[src/core/term_consts.svh]
// timing counts and field positions for the termination/power-down block
// assumes a 200 MHz system clock driving every register
`ifndef TERM_CONSTS_SVH
`define TERM_CONSTS_SVH
`define CLK_PERIOD_PS          5000
// termination disable / enable windows (max), picoseconds
`define TERM_DISABLE_WIN_PS    12000
`define TERM_ENABLE_WIN_PS     12000
`define TERM_DISABLE_CYC       ((`TERM_DISABLE_WIN_PS) / (`CLK_PERIOD_PS))
`define TERM_ENABLE_CYC        ((`TERM_ENABLE_WIN_PS) / (`CLK_PERIOD_PS))
// entry delay in cycles (two no-operation commands)
`define PD_ENTRY_DELAY_CYC     2
// power-down exit latency, picoseconds, least time rounds up
`define PD_EXIT_LAT_PS         7500
`define PD_EXIT_LAT_CYC        \
   (((`PD_EXIT_LAT_PS) + (`CLK_PERIOD_PS) - 1) / (`CLK_PERIOD_PS))
// mode field positions
`define MODE_PD_TERM_BIT       2
`define MODE_RES_MSB           1
`define MODE_RES_LSB           0
// read window turn-off offset, cycles before read latency
`define READ_OFF_BEFORE_RL     2
`endif

[src/core/term_pkg.sv]
// types for the termination/power-down block
// assumes term_consts.svh supplies the numbers
package term_pkg;
   // command decoded at a rising edge
   typedef enum logic [3:0] {
      cmd_none_type_e  = 4'h0,
      cmd_nop          = 4'h1,
      cmd_read         = 4'h2,
      cmd_write        = 4'h3,
      cmd_mode_read    = 4'h4,
      cmd_sref_enter   = 4'h5,
      cmd_sref_exit    = 4'h6,
      cmd_dpd_enter    = 4'h7,
      cmd_ca_train_on  = 4'h8,
      cmd_ca_train_off = 4'h9,
      cmd_wr_level_on  = 4'hA,
      cmd_wr_level_off = 4'hB,
      cmd_calibrate    = 4'hC,
      cmd_other        = 4'hD
   } cmd_type;

   // power states, gray along active -> pd_entry -> pd -> pd_exit
   typedef enum logic [2:0] {
      st_active   = 3'h0,
      st_pd_entry = 3'h1,
      st_pd       = 3'h3,
      st_pd_exit  = 3'h2,
      st_sref     = 3'h6,
      st_dpd      = 3'h7
   } power_state_type;

   typedef struct packed {
      logic       cs_n;
      logic       cke;
      logic [2:0] ca_low;
   } cmd_pins_type;

   typedef struct packed {
      logic dq_term_on;
      logic dqs_term_on;
   } term_out_type;
endpackage : term_pkg

[src/core/dram_powerdown_termination_ctrl.sv]
// termination control and power-down sequencing of the memory device
// assumes the command decoder upstream supplies one decoded command per
// clock and the mode field; the termination pin arrives asynchronously
// Summary of operation
// - option bit clear: power-down entry drops pin control, off in window
// - power-down exit restores termination within window, pin control after it
// - option bit set with nonzero field keeps pin control during power down
// - self refresh forces termination off, back on within window after exit
// - deep power down forces termination off within the disable window
// - command/address training holds termination off, pin ignored
// - data termination only for writes, strobe for writes and leveling
// - termination needs nonzero field and pin high; pin high in leveling
// - read turns termination off two cycles before latency, on after burst
// - power-down entered when clock enable low and chip select high
// - exit on clock enable high with chip select high, command after latency
// - no refresh in power down; idle or active power down reported
// - clock change with enable high needs idle bus, ready after 2tCK+exit; not handled here, cmd_accept ignores clock changes
// - no-op needs stable enable: chip select high, or low with CA0-2 high
`timescale 1ns/1ps
`include "term_consts.svh"
module dram_powerdown_termination_ctrl #(
   parameter int READ_LATENCY  = 12,
   parameter int BURST_LENGTH  = 8
) (
   // clock and reset
   input  wire logic                   clk_sys,
   input  wire logic                   rst,
   // command pins and decoded command
   input  wire term_pkg::cmd_pins_type pins,
   input  wire term_pkg::cmd_type      cmd,
   input  wire logic                   any_bank_open,
   // termination mode field and pin
   input  wire logic [2:0]             termination_mode_reg,
   input  wire logic                   termination_control_pin,
   // outputs
   output      term_pkg::term_out_type term_out,
   output      logic [1:0]             termination_resistance,
   output      logic                   receivers_on,
   output      logic                   cmd_accept,
   output      logic                   nop_valid,
   output      logic                   active_powerdown,
   output      logic                   refresh_allowed
);
   localparam int OFF_AT = READ_LATENCY - `READ_OFF_BEFORE_RL;
   localparam int ON_AT  = READ_LATENCY + BURST_LENGTH / 2;
   localparam int RCW    = $clog2(ON_AT + 2);

   // refused at elaboration: the read window needs room before latency
   if (READ_LATENCY <= `READ_OFF_BEFORE_RL ||
       BURST_LENGTH < 2) begin : g_bad_cfg
      $error("read latency or burst length out of range");
   end

   // ************************************************
   // pin synchroniser
   // ************************************************
   logic pin_meta_reg;
   logic pin_sync_reg;
   always_ff @(posedge clk_sys) begin
      if (rst) begin
         pin_meta_reg <= 1'b0;
         pin_sync_reg <= 1'b0;
      end else begin
         pin_meta_reg <= termination_control_pin;
         pin_sync_reg <= pin_meta_reg;
      end
   end

   // ************************************************
   // command qualification
   // ************************************************
   logic cke_prev_reg;
   always_ff @(posedge clk_sys) begin
      if (rst) cke_prev_reg <= 1'b1;
      else     cke_prev_reg <= pins.cke;
   end

   // chip select high, or low with CA0-2 high, is a no-op only while clock enable holds
   function automatic logic is_nop(input term_pkg::cmd_pins_type p,
                                   input logic cke_prev);
      return (p.cke == cke_prev) &&
             (p.cs_n || (p.ca_low == 3'h7));
   endfunction : is_nop

   logic nop_now;
   assign nop_now = is_nop(pins, cke_prev_reg);

   // ************************************************
   // power state machine
   // ************************************************
   term_pkg::power_state_type state_reg;
   term_pkg::power_state_type state_next;
   logic [7:0] timer_reg;
   logic [7:0] timer_next;

   always_comb begin
      state_next = state_reg;
      timer_next = (timer_reg != 8'h00) ? timer_reg - 8'h01 : 8'h00;
      unique case (state_reg)
         term_pkg::st_active: begin
            if (!pins.cke && cke_prev_reg && pins.cs_n) begin
               state_next = term_pkg::st_pd_entry;
               timer_next = 8'(`PD_ENTRY_DELAY_CYC);
            end else if (cmd == term_pkg::cmd_sref_enter) begin
               state_next = term_pkg::st_sref;
            end else if (cmd == term_pkg::cmd_dpd_enter) begin
               state_next = term_pkg::st_dpd;
            end
         end
         term_pkg::st_pd_entry: begin
            if (timer_reg <= 8'h01) state_next = term_pkg::st_pd;
         end
         term_pkg::st_pd: begin
            if (pins.cke && pins.cs_n) begin
               state_next = term_pkg::st_pd_exit;
               timer_next = 8'(`PD_EXIT_LAT_CYC);
            end
         end
         term_pkg::st_pd_exit: begin
            if (timer_reg <= 8'h01) state_next = term_pkg::st_active;
         end
         term_pkg::st_sref: begin
            if (cmd == term_pkg::cmd_sref_exit)
               state_next = term_pkg::st_active;
         end
         term_pkg::st_dpd: begin
            // left only through reset and reinitialization
            state_next = term_pkg::st_dpd;
         end
         default: state_next = term_pkg::st_active;
      endcase
   end

   always_ff @(posedge clk_sys) begin
      if (rst) begin
         state_reg <= term_pkg::st_active;
         timer_reg <= 8'h00;
      end else begin
         state_reg <= state_next;
         timer_reg <= timer_next;
      end
   end

   // ************************************************
   // training modes and read window
   // ************************************************
   logic ca_train_reg;
   logic wr_level_reg;
   always_ff @(posedge clk_sys) begin
      if (rst) begin
         ca_train_reg <= 1'b0;
         wr_level_reg <= 1'b0;
      end else begin
         if (cmd == term_pkg::cmd_ca_train_on)       ca_train_reg <= 1'b1;
         else if (cmd == term_pkg::cmd_ca_train_off) ca_train_reg <= 1'b0;
         if (cmd == term_pkg::cmd_wr_level_on)       wr_level_reg <= 1'b1;
         else if (cmd == term_pkg::cmd_wr_level_off) wr_level_reg <= 1'b0;
      end
   end

   // counter restarts on each read so back-to-back reads extend the gap
   logic [RCW-1:0] read_cnt_reg;
   logic           read_busy_reg;
   logic           read_off_reg;
   logic           is_read;
   assign is_read = (cmd == term_pkg::cmd_read) ||
                    (cmd == term_pkg::cmd_mode_read);
   always_ff @(posedge clk_sys) begin
      if (rst) begin
         read_cnt_reg  <= '0;
         read_busy_reg <= 1'b0;
      end else if (is_read && state_reg == term_pkg::st_active) begin
         read_cnt_reg  <= RCW'(1);
         read_busy_reg <= 1'b1;
      end else if (read_busy_reg) begin
         read_cnt_reg  <= read_cnt_reg + RCW'(1);
         if (read_cnt_reg == RCW'(ON_AT)) read_busy_reg <= 1'b0;
      end
   end
   assign read_off_reg = read_busy_reg &&
                         (read_cnt_reg >= RCW'(OFF_AT));

   logic write_busy_reg;
   logic [RCW-1:0] write_cnt_reg;
   always_ff @(posedge clk_sys) begin
      if (rst) begin
         write_busy_reg <= 1'b0;
         write_cnt_reg  <= '0;
      end else if (cmd == term_pkg::cmd_write) begin
         write_busy_reg <= 1'b1;
         write_cnt_reg  <= '0;
      end else if (write_busy_reg) begin
         write_cnt_reg <= write_cnt_reg + RCW'(1);
         if (write_cnt_reg == RCW'(ON_AT)) write_busy_reg <= 1'b0;
      end
   end

   // ************************************************
   // termination decision and windows
   // ************************************************
   logic [7:0] win_reg;
   logic       term_gate_reg;
   logic       want_on;
   logic       mode_on;
   logic       pd_blocks;
   assign mode_on   = termination_mode_reg[`MODE_RES_MSB:`MODE_RES_LSB]
                      != 2'b00;
   assign pd_blocks = (state_reg == term_pkg::st_pd_entry ||
                       state_reg == term_pkg::st_pd) &&
                      !termination_mode_reg[`MODE_PD_TERM_BIT];
   always_comb begin
      want_on = mode_on && pin_sync_reg;
      if (pd_blocks) want_on = 1'b0;
      if (state_reg == term_pkg::st_sref ||
          state_reg == term_pkg::st_dpd) want_on = 1'b0;
      if (ca_train_reg || read_off_reg ||
          cmd == term_pkg::cmd_calibrate) want_on = 1'b0;
   end

   // turn-off lands inside the window, after TERM_DISABLE_CYC cycles rounded down; turn-on likewise
   always_ff @(posedge clk_sys) begin
      if (rst) begin
         win_reg       <= 8'h00;
         term_gate_reg <= 1'b0;
      end else if (want_on == term_gate_reg) begin
         win_reg <= 8'h00;
      end else if (win_reg >= 8'((want_on ? `TERM_ENABLE_CYC
                                          : `TERM_DISABLE_CYC) - 1)) begin
         term_gate_reg <= want_on;
         win_reg       <= 8'h00;
      end else begin
         win_reg <= win_reg + 8'h01;
      end
   end

   // ************************************************
   // output registers
   // ************************************************
   always_ff @(posedge clk_sys) begin
      if (rst) begin
         term_out               <= '0;
         termination_resistance <= 2'b00;
         receivers_on           <= 1'b1;
         cmd_accept             <= 1'b1;
         nop_valid              <= 1'b0;
         active_powerdown       <= 1'b0;
         refresh_allowed        <= 1'b1;
      end else begin
         term_out.dq_term_on  <= term_gate_reg && want_on &&
                                 write_busy_reg && !wr_level_reg;
         term_out.dqs_term_on <= term_gate_reg && want_on &&
                                 (write_busy_reg || wr_level_reg);
         termination_resistance <=
            termination_mode_reg[`MODE_RES_MSB:`MODE_RES_LSB];
         receivers_on <= state_next == term_pkg::st_active ||
                         state_next == term_pkg::st_pd_entry;
         cmd_accept   <= state_next == term_pkg::st_active;
         nop_valid    <= nop_now;
         if (state_next == term_pkg::st_pd_entry)
            active_powerdown <= any_bank_open;
         refresh_allowed <= state_next == term_pkg::st_active ||
                            state_next == term_pkg::st_sref;
      end
   end
endmodule : dram_powerdown_termination_ctrl

[config.mk]
export PLATFORM = sky130hd
export DESIGN_NAME = dram_powerdown_termination_ctrl
export DESIGN_NICKNAME = d
export VERILOG_FILES = /design/src/core/term_pkg.sv /design/src/core/dram_powerdown_termination_ctrl.sv
export VERILOG_INCLUDE_DIRS = /design/src /design/src/core
export SDC_FILE = /design/constraint.sdc
export NUM_CORES = 1
export LEC_CHECK = 0
export ABC_AREA = 1
export CORE_ASPECT_RATIO = 0.75
export CORE_UTILIZATION = 48
export CTS_BUF_LIST = sky130_fd_sc_hd__clkbuf_4
export DETAILED_ROUTE_END_ITERATION = 12
export DONT_BUFFER_PORTS = 1
export GPL_ROUTABILITY_DRIVEN = 0
export PLACE_DENSITY_LB_ADDON = 0.3
export SLEW_MARGIN = 40
export SYNTH_ARGS = -nofsm -noshare
export SYNTH_HDL_FRONTEND = slang
export SYNTH_SLANG_ARGS = --single-unit
[constraint.sdc]
create_clock -name clk_sys -period 3.2 [get_ports clk_sys]
set_input_delay 0.96 -clock clk_sys [delete_from_list [all_inputs] [get_ports clk_sys]]
set_output_delay 0.96 -clock clk_sys [all_outputs]
set_load 0.01 [all_outputs]
* Word level (Yosys, flattened, before mapping)
Index checks and enable logic that the tools add are counted.
Word-level totals: register bits after elaboration 46, bits of input ports 16, output and inout port bits 9, word-level logic and storage cells 115
Cells by class: $add $sub $neg 4, $lt $le $gt $ge 3, equality and inequality tests 23, multiplexer cells 27, bitwise operators 1, reduce and logical (&&, ||, !) cells 35
Operators with widths (count):
- two-way mux 8 bit | 3
- two-way mux 3 bit | 7
- == test 4 bit, second input constant | 5
- case mux 3 bit (6 select lines) | 1
- == test 4 x 3 -> 1 bit, second input constant | 4
- case mux 8 bit (2 select lines) | 1
- two-way mux 1 bit | 15
- == test 3 bit, second input constant | 4
- logical AND 1 bit | 12
- adder 5 x 1 -> 5 bit, second input constant | 2
- == test 5 bit, second input constant | 2
- logical OR 1 bit | 9
- adder 8 x 1 -> 8 bit, second input constant | 1
- == test 4 x 2 -> 1 bit, second input constant | 2
- >= comparator 8 x 1 -> 1 bit, second input constant | 1
- <= comparator 8 x 1 -> 1 bit, second input constant | 1
- nonzero test 2 bit | 4
- nonzero test 8 bit | 1
- subtractor 8 x 1 -> 8 bit, second input constant | 1
- == test 3 x 1 -> 1 bit, second input constant | 2
- == test 3 x 2 -> 1 bit, second input constant | 2
- logical NOT 3 bit | 2
- >= comparator 5 x 4 -> 1 bit, second input constant | 1
- OR reduction 2 bit | 2
- other kinds (5) | 8

* Logic depth before layout (Yosys ltp)
Gate-level depths: netlist (run 1).
depth after elaboration 9, depth in mapped cells 12, gate-level depth less buffers 12

* Worst setup path after synthesis (run 1)
Ideal clock, no wire load.
path kind input to register, start in termination_mode_reg[1], end reg term_gate_reg, setup time 0.119 ns, arrival time 1.964 ns, required time 3.081 ns, path slack 1.117 ns, stages on the path 11, cells stage by stage nor2_1 nor3b_1 o21ai_0 nor3_1 nand2_1 inv_1 ha_1 nand2_1 inv_1 o21ai_0 a21oi_1
Between the ends: word-level cells in the longest chain between the ends 8
Ends and longest elaborated chain:
- from (decl) | RTL line dram_powerdown_termination_ctrl.sv:33 | input wire logic [2:0] termination_mode_reg,
- nonzero test 2 bit * | RTL line dram_powerdown_termination_ctrl.sv:206 | assign mode_on = termination_mode_reg[`MODE_RES_MSB:`MODE_RES_LSB]
- logical AND 1 bit * | RTL line dram_powerdown_termination_ctrl.sv:212 | want_on = mode_on && pin_sync_reg;
- two-way mux 1 bit * | RTL line dram_powerdown_termination_ctrl.sv:213 | if (pd_blocks) want_on = 1'b0;
- two-way mux 1 bit * | RTL line dram_powerdown_termination_ctrl.sv:214 | if (state_reg == term_pkg::st_sref ||
- two-way mux 1 bit * | RTL line dram_powerdown_termination_ctrl.sv:216 | if (ca_train_reg || read_off_reg ||
- named net want_on | RTL line dram_powerdown_termination_ctrl.sv:203 | logic want_on;
- == test 1 bit | RTL line dram_powerdown_termination_ctrl.sv:225 | end else if (want_on == term_gate_reg) begin
- inverter 1 bit (no line)
- AND reduction 2 bit (no line)
- to (signal assigned) | RTL line dram_powerdown_termination_ctrl.sv:229 | term_gate_reg <= want_on;
- to (decl) | RTL line dram_powerdown_termination_ctrl.sv:202 | logic term_gate_reg;
Mark *: on every way through the listed nets, which the timed path passes. The rest lies on a longest branch. A chain may end at the register's enable or synchronous reset.

* Worst setup path after layout (run 1)
start reg read_cnt_reg[0], end reg term_gate_reg
Between the ends: word-level cells in the longest chain between the ends 8
Ends and longest elaborated chain:
- from (decl) | RTL line dram_powerdown_termination_ctrl.sv:162 | logic [RCW-1:0] read_cnt_reg;
- from (signal assigned) | RTL line dram_powerdown_termination_ctrl.sv:176 | read_cnt_reg <= read_cnt_reg + RCW'(1);
- >= comparator 5 x 4 -> 1 bit * | RTL line dram_powerdown_termination_ctrl.sv:181 | (read_cnt_reg >= RCW'(OFF_AT));
- logical AND 1 bit * | RTL line dram_powerdown_termination_ctrl.sv:180 | assign read_off_reg = read_busy_reg &&
- logical OR 1 bit * (2 in series) | RTL line dram_powerdown_termination_ctrl.sv:216
- two-way mux 1 bit * | RTL line dram_powerdown_termination_ctrl.sv:216
- named net want_on | RTL line dram_powerdown_termination_ctrl.sv:203
- == test 1 bit | RTL line dram_powerdown_termination_ctrl.sv:225
- inverter 1 bit (no line)
- AND reduction 2 bit (no line)
Marked as above.

==> flow_summary_export.csv, run 1 <==
group,metric,value,unit
outcome,status,"finished clean",
floorplanning,die_y,59.1,µm
finish,fin_util,0.542,
route,top_layer,"met4",
finish,regArea,921,µm²
power,p_leak,1.01,nW
floorplanning,die-area,0.00461,mm²
min_path,hp-class,"flip-flop to flip-flop",
setup_path,setup.worst_path.start,"read_cnt_reg[0]$_SDFFE_PP0P_",
sta,period_needed,1870,ps
yosys,synth-async-reset-ratio,0,
global_route,grt_pass1_vias,1425,
floorplanning,core_area,0.00410,mm²
sta,setup-violations-final,0,
route,drt-met1-wl,1690,µm
setup_path,end_kind,"flip-flop",
route,wl_met2,1530,µm
floorplanning,num_rows,20,
placed_design,dpl.hpwl,2700,µm
floorplanning,initial_core_util,0.508,
finish,nets,303,
cts,ctsLongestPathBuffers,2,
yosys,synth_ff_type,"dfxtp_1",
placed_design,portBuffers,0,
power,peakVddDrop,286,µV
global_route,antenna_found_initial,0,
sta,fin_crit_sh,0.583,
yosys,ys_ff_latch,46,
global_route,grt_pass1_wl,6080,µm
route,antenna_left,0,
sta,grt_setup_unrepaired,"false",
yosys,yosys_warnings,0,
finish,drive_above_1_share,0.116,
finish,n_fill_cell,409,
route,drc,0,
cts,tritoncts,"yes",
cts,htree_levels,2,
route,first_pass_iters,4,
setup_path,rrSetupSlack,1330,ps
yosys,synth.distinct_cells,30,
route,wl,3480,µm
sta,skew,9.91,ps
sta,finalSetupTns,0,ps
setup_path,critPathRequiredTime,3470,ps
cts,clock-root-buffer,"clkbuf_4",
finish,num_antenna_cells,0,
route,via_count,1550,
route,via_per_inst,4.68,
yosys,syn_area_per_cell,7.77,µm²
cts,cts_resized,0,
cts,postCtsHoldBufs,0,
setup_path,cp-start-kind,"flip-flop",
sta,fmax,536,MHz
cts,clkSinkCount,46,
finish,multiInputGateArea,1000,µm²
yosys,synth_cells,268,
route,drt-initial-drc-count,79,
global_route,overflow,0,
floorplanning,pin_count,25,
setup_path,worstPathArrival,2140,ps
setup_path,worstReg2RegStart,"read_cnt_reg[0]$_SDFFE_PP0P_",
global_route,grtUsageTotal,0.176,
cts,clk_latency,360,ps
route,detail_route.wl_per_cell,10.5,µm
setup_path,crit_path_max_fanout,4,
yosys,syn_area,0.00208,mm²
power,p_per_area,669,mW/mm²
floorplanning,die_w,78.1,µm
finish,final_cell_mix,"nand2_1, dfxtp_1, inv_1, nor2_1, a21oi_1",
yosys,synth-edff-count,0,
finish,syn_to_final_growth,6.85,%
cts,post-cts-setup-buffers,0,
cts,clk_pin_slew,130,ps
global_route,grt_start_max_net_pins,15,
flow_run,drv_cap,0,
yosys,seq_area_frac_synth,0.442,
sta,final-hold-violation-count,0,
setup_path,critPathKind,"flip-flop to flip-flop",
route,wl_met3,206,µm
sta,finalMaxSlewViolations,0,
min_path,hp-start,"pin_meta_reg$_SDFF_PP0_",
sta,whs,423,ps
cts,cts_buffers,5,
[worst paths after layout]
kind,cells after the start,to
hold / removal,2,pin_sync_reg$_SDFF_PP0_
setup reg to reg,12,term_gate_reg$_SDFFE_PP0P_
setup / recovery,12,term_gate_reg$_SDFFE_PP0P_
hold reg to reg,2,pin_sync_reg$_SDFF_PP0_
[synth_stat cells, types with 2 or more instances]
library cell   n  area, µm²
nand2_1       46        173
nor2_1        36        135
clkbuf_1       2       7.51
a21oi_1       13       65.1
dfxtp_1       46        921
nand3_1        8       40.0
ha_1          12        150
nand4_1        6       37.5
and3_1         3       18.8
nor3_1         6       30.0
or2_1          2       12.5
inv_1         36        135
a31oi_1        2       12.5
xnor2_1        3       26.3
nor2_2        11       68.8
nor3b_1        3       22.5
xor2_1         6       52.6
inv_2          5       18.8
nand2_2        4       25.0
o21ai_0        8       40.0
[worst max-delay path, stage by stage (launching register included)]
cell and delay [ps]:
dfxtp_1 410, inv_1 90, ha_1 200, nor2_1 80, a21boi_0 80, o21ai_0 210, nand2_1 100, inv_1 60
ha_1 230, nand2_1 70, inv_1 40, o21ai_0 150, a21oi_1 60
[area by class of cell]
| cell class | instances | share of cell area |
|---|---|---|
| Clock buffer | 6 | 0.0202 |
| Tap cell | 55 | 0.0309 |
| Multi-Input combinational cell | 181 | 0.449 |
| Inverter | 41 | 0.0691 |
| Sequential cell | 46 | 0.414 |
| Clock inverter | 2 | 0.0169 |
[layer usage]
| metal | up-vias | global-route usage |
|---|---|---|
| met2 | 23 | 0.281 |
| met3 | 5 | 0.0815 |
| met1 | 678 | 0.211 |
| li1 | 844 | - |
| met5 | - | 0 |
| met4 | 0 | 0.0635 |
[where the power goes]
part / internal [mW] / leakage (nW) / switching (mW)
Clock: 0.173 / 0.0419 / 0.187
Sequential: 0.648 / 0.377 / 0.0669
Combinational: 0.162 / 0.590 / 0.252
Total: 0.983 / 1.01 / 0.506
[cells by family (layout without fill, tap and decap cells)]
family	Yosys count	in the layout	synth area share
simple gates	128	128	0.284
flops	46	46	0.442
buf+inv	45	49	0.0853
compound gates	27	27	0.0769
fa+ha+maj	12	12	0.0721
xor+xnor	9	9	0.0378
other cells	1	5	0.00180
[metrics by stage]
step | cell area, µm² | power, mW | setup WS [ps] | cells
after global placement | 2140 | 1.14 | 1050 | 323
after floorplan | 2100 | 1.08 | 1120 | 272
after CTS | 2230 | 1.50 | 1320 | 331
after detailed placement | 2140 | 1.14 | 1010 | 323
final | 2230 | 1.49 | 1330 | 331
after global routing | 2230 | 1.60 | 1150 | 331
Note: power is estimated with default switching activity, not from simulation.
==> run 2: changes to the inputs <==
==> constraint.sdc (replaced) <==
create_clock -name clk_sys -period 1.8 [get_ports clk_sys]
set_input_delay 0.54 -clock clk_sys [delete_from_list [all_inputs] [get_ports clk_sys]]
set_output_delay 0.54 -clock clk_sys [all_outputs]
set_load 0.01 [all_outputs]
==> run 2 against run 1 <==
Effect of this change: worst setup slack got worse by 1200 ps; critical path depth is the same; sequential share of layout area fell by 0.62 points; final cell count rose by 1.8%; die area is the same; critical endpoint unchanged; clock skew down 2.4 ps; global-route usage grew 0.77 points; hold slack worse by 190 ps; final area is 1.8% higher.
==> flow_summary_export.csv, run 2 (synthesis gave the netlist of run 1 again) <==
group,metric,value,unit
outcome,status,"finished clean",
cts,clkSinkCount,46,
floorplanning,die_y,59.1,µm
placed_design,portBuffers,0,
sta,finalSetupTns,0,ps
min_path,hp-class,"input port to flip-flop",
route,via_per_inst,4.75,
cts,tritoncts,"yes",
sta,setup-violations-final,0,
finish,nets,309,
finish,fin_cells,337,
placed_design,place_inst,329,
power,p_leak,1.03,nW
global_route,grtUsageTotal,0.184,
floorplanning,pin_count,25,
global_route,antenna_found_initial,0,
sta,fin_crit_sh,0.902,
global_route,grt_start_max_net_pins,16,
cts,clock-root-buffer,"clkbuf_4",
setup_path,cp-start-kind,"flip-flop",
sta,finalMaxSlewViolations,0,
setup_path,crit_path_max_fanout,2,
global_route,grt_pass1_wl,6490,µm
sta,fmax,616,MHz
setup_path,end_kind,"flip-flop",
flow_run,drv_cap,0,
finish,fin_util,0.552,
sta,whs,231,ps
setup_path,worstPathArrival,1890,ps
floorplanning,num_rows,20,
power,p_per_area,1130,mW/mm²
route,via_count,1602,
finish,design_area,0.00227,mm²
power,p_total,2.55,mW
route,wl,3730,µm
cts,ctsLongestPathBuffers,2,
setup_path,critPathKind,"flip-flop to flip-flop",
finish,layout_commonest_cell,"nand2_1",
cts,clk_latency,360,ps
sta,final-hold-violation-count,0,
finish,syn_to_final_growth,8.77,%
setup_path,rrSetupSlack,180,ps
route,antenna_left,0,
route,first_pass_iters,4,
floorplanning,initial_core_util,0.508,
cts,htree_levels,2,
route,detail_route.wl_per_cell,11.1,µm
sta,skew,7.56,ps
finish,final_cell_mix,"nand2_1, dfxtp_1, nor2_1",
placed_design,place_ws,-11.7,ps
floorplanning,core_area,0.00410,mm²
sta,grt_setup_unrepaired,"false",
cts,postCtsHoldBufs,0,
floorplanning,die_w,78.1,µm
finish,num_antenna_cells,0,
route,drc,0,
floorplanning,die-area,0.00461,mm²
cts,cts_buffers,5,
global_route,grt_pass1_vias,1516,
power,peakVddDrop,553,µV
finish,drive_above_1_share,0.152,
placed_design,placed_area,0.00219,mm²
global_route,overflow,0,
placed_design,dpl.hpwl,2910,µm
sta,period_needed,1620,ps
setup_path,critPathRequiredTime,2070,ps
route,drt-initial-drc-count,87,
cts,clk_pin_slew,140,ps
sta,setup_slack,177,ps
-- run 2: cell count changes in the layout (fill, tap and decap cells not counted), sizes merged --
cell / change
clkbuf: -1
clkinv: +2
bufinv: -1
buf: +6
-- run 2: worst max-delay path, stage by stage (launching register included) --
cell,delay (ps)
dfxtp_2,350
inv_1,50
ha_1,180
nor2_1,70
a21boi_0,80
o21ai_1,180
nand2_1,110
inv_2,70
ha_4,190
nand2_1,60
inv_1,50
o21ai_2,100
a21oi_1,40
-- run 2: final timing paths --
kind	depth (start not counted)	from	end
setup / recovery	12	read_cnt_reg[0]$_SDFFE_PP0P_	term_gate_reg$_SDFFE_PP0P_
hold / removal	1	rst	read_cnt_reg[0]$_SDFFE_PP0P_
setup reg to reg	12	read_cnt_reg[0]$_SDFFE_PP0P_	term_gate_reg$_SDFFE_PP0P_
hold reg to reg	2	pin_meta_reg$_SDFF_PP0_	pin_sync_reg$_SDFF_PP0_
-- run 2: repair_timing --
item	4_1_cts	5_1_grt
setup endpoints to repair	0	5
gates resized for setup	0	7
setup buffers	0	0
-- run 2: area by class of cell --
type / instances / area, µm²
Tap cell: 55 / 68.8
Sequential cell: 46 / 923
Timing Repair Buffer: 6 / 45.0
Multi-Input combinational cell: 181 / 1020
Fill cell: 402 / 1840
Clock buffer: 5 / 37.5
Inverter: 41 / 154
Clock inverter: 3 / 21.3
-- run 2: per-layer routing --
layer	part of all wire	global-route usage	vias up	routed length [µm]
met2	0.46	0.313	21	1730
li1	-	-	854	-
met1	0.48	0.218	722	1800
met3	0.044	0.0569	5	164
met4	0.0099	0.0794	0	37
met5	0	0	-	0
-- run 2: power breakdown --
part / internal [mW] / switching, mW / total (mW)
registers: 1.15 / 0.0920 / 1.24
clock network: 0.152 / 0.335 / 0.487
logic: 0.323 / 0.497 / 0.820
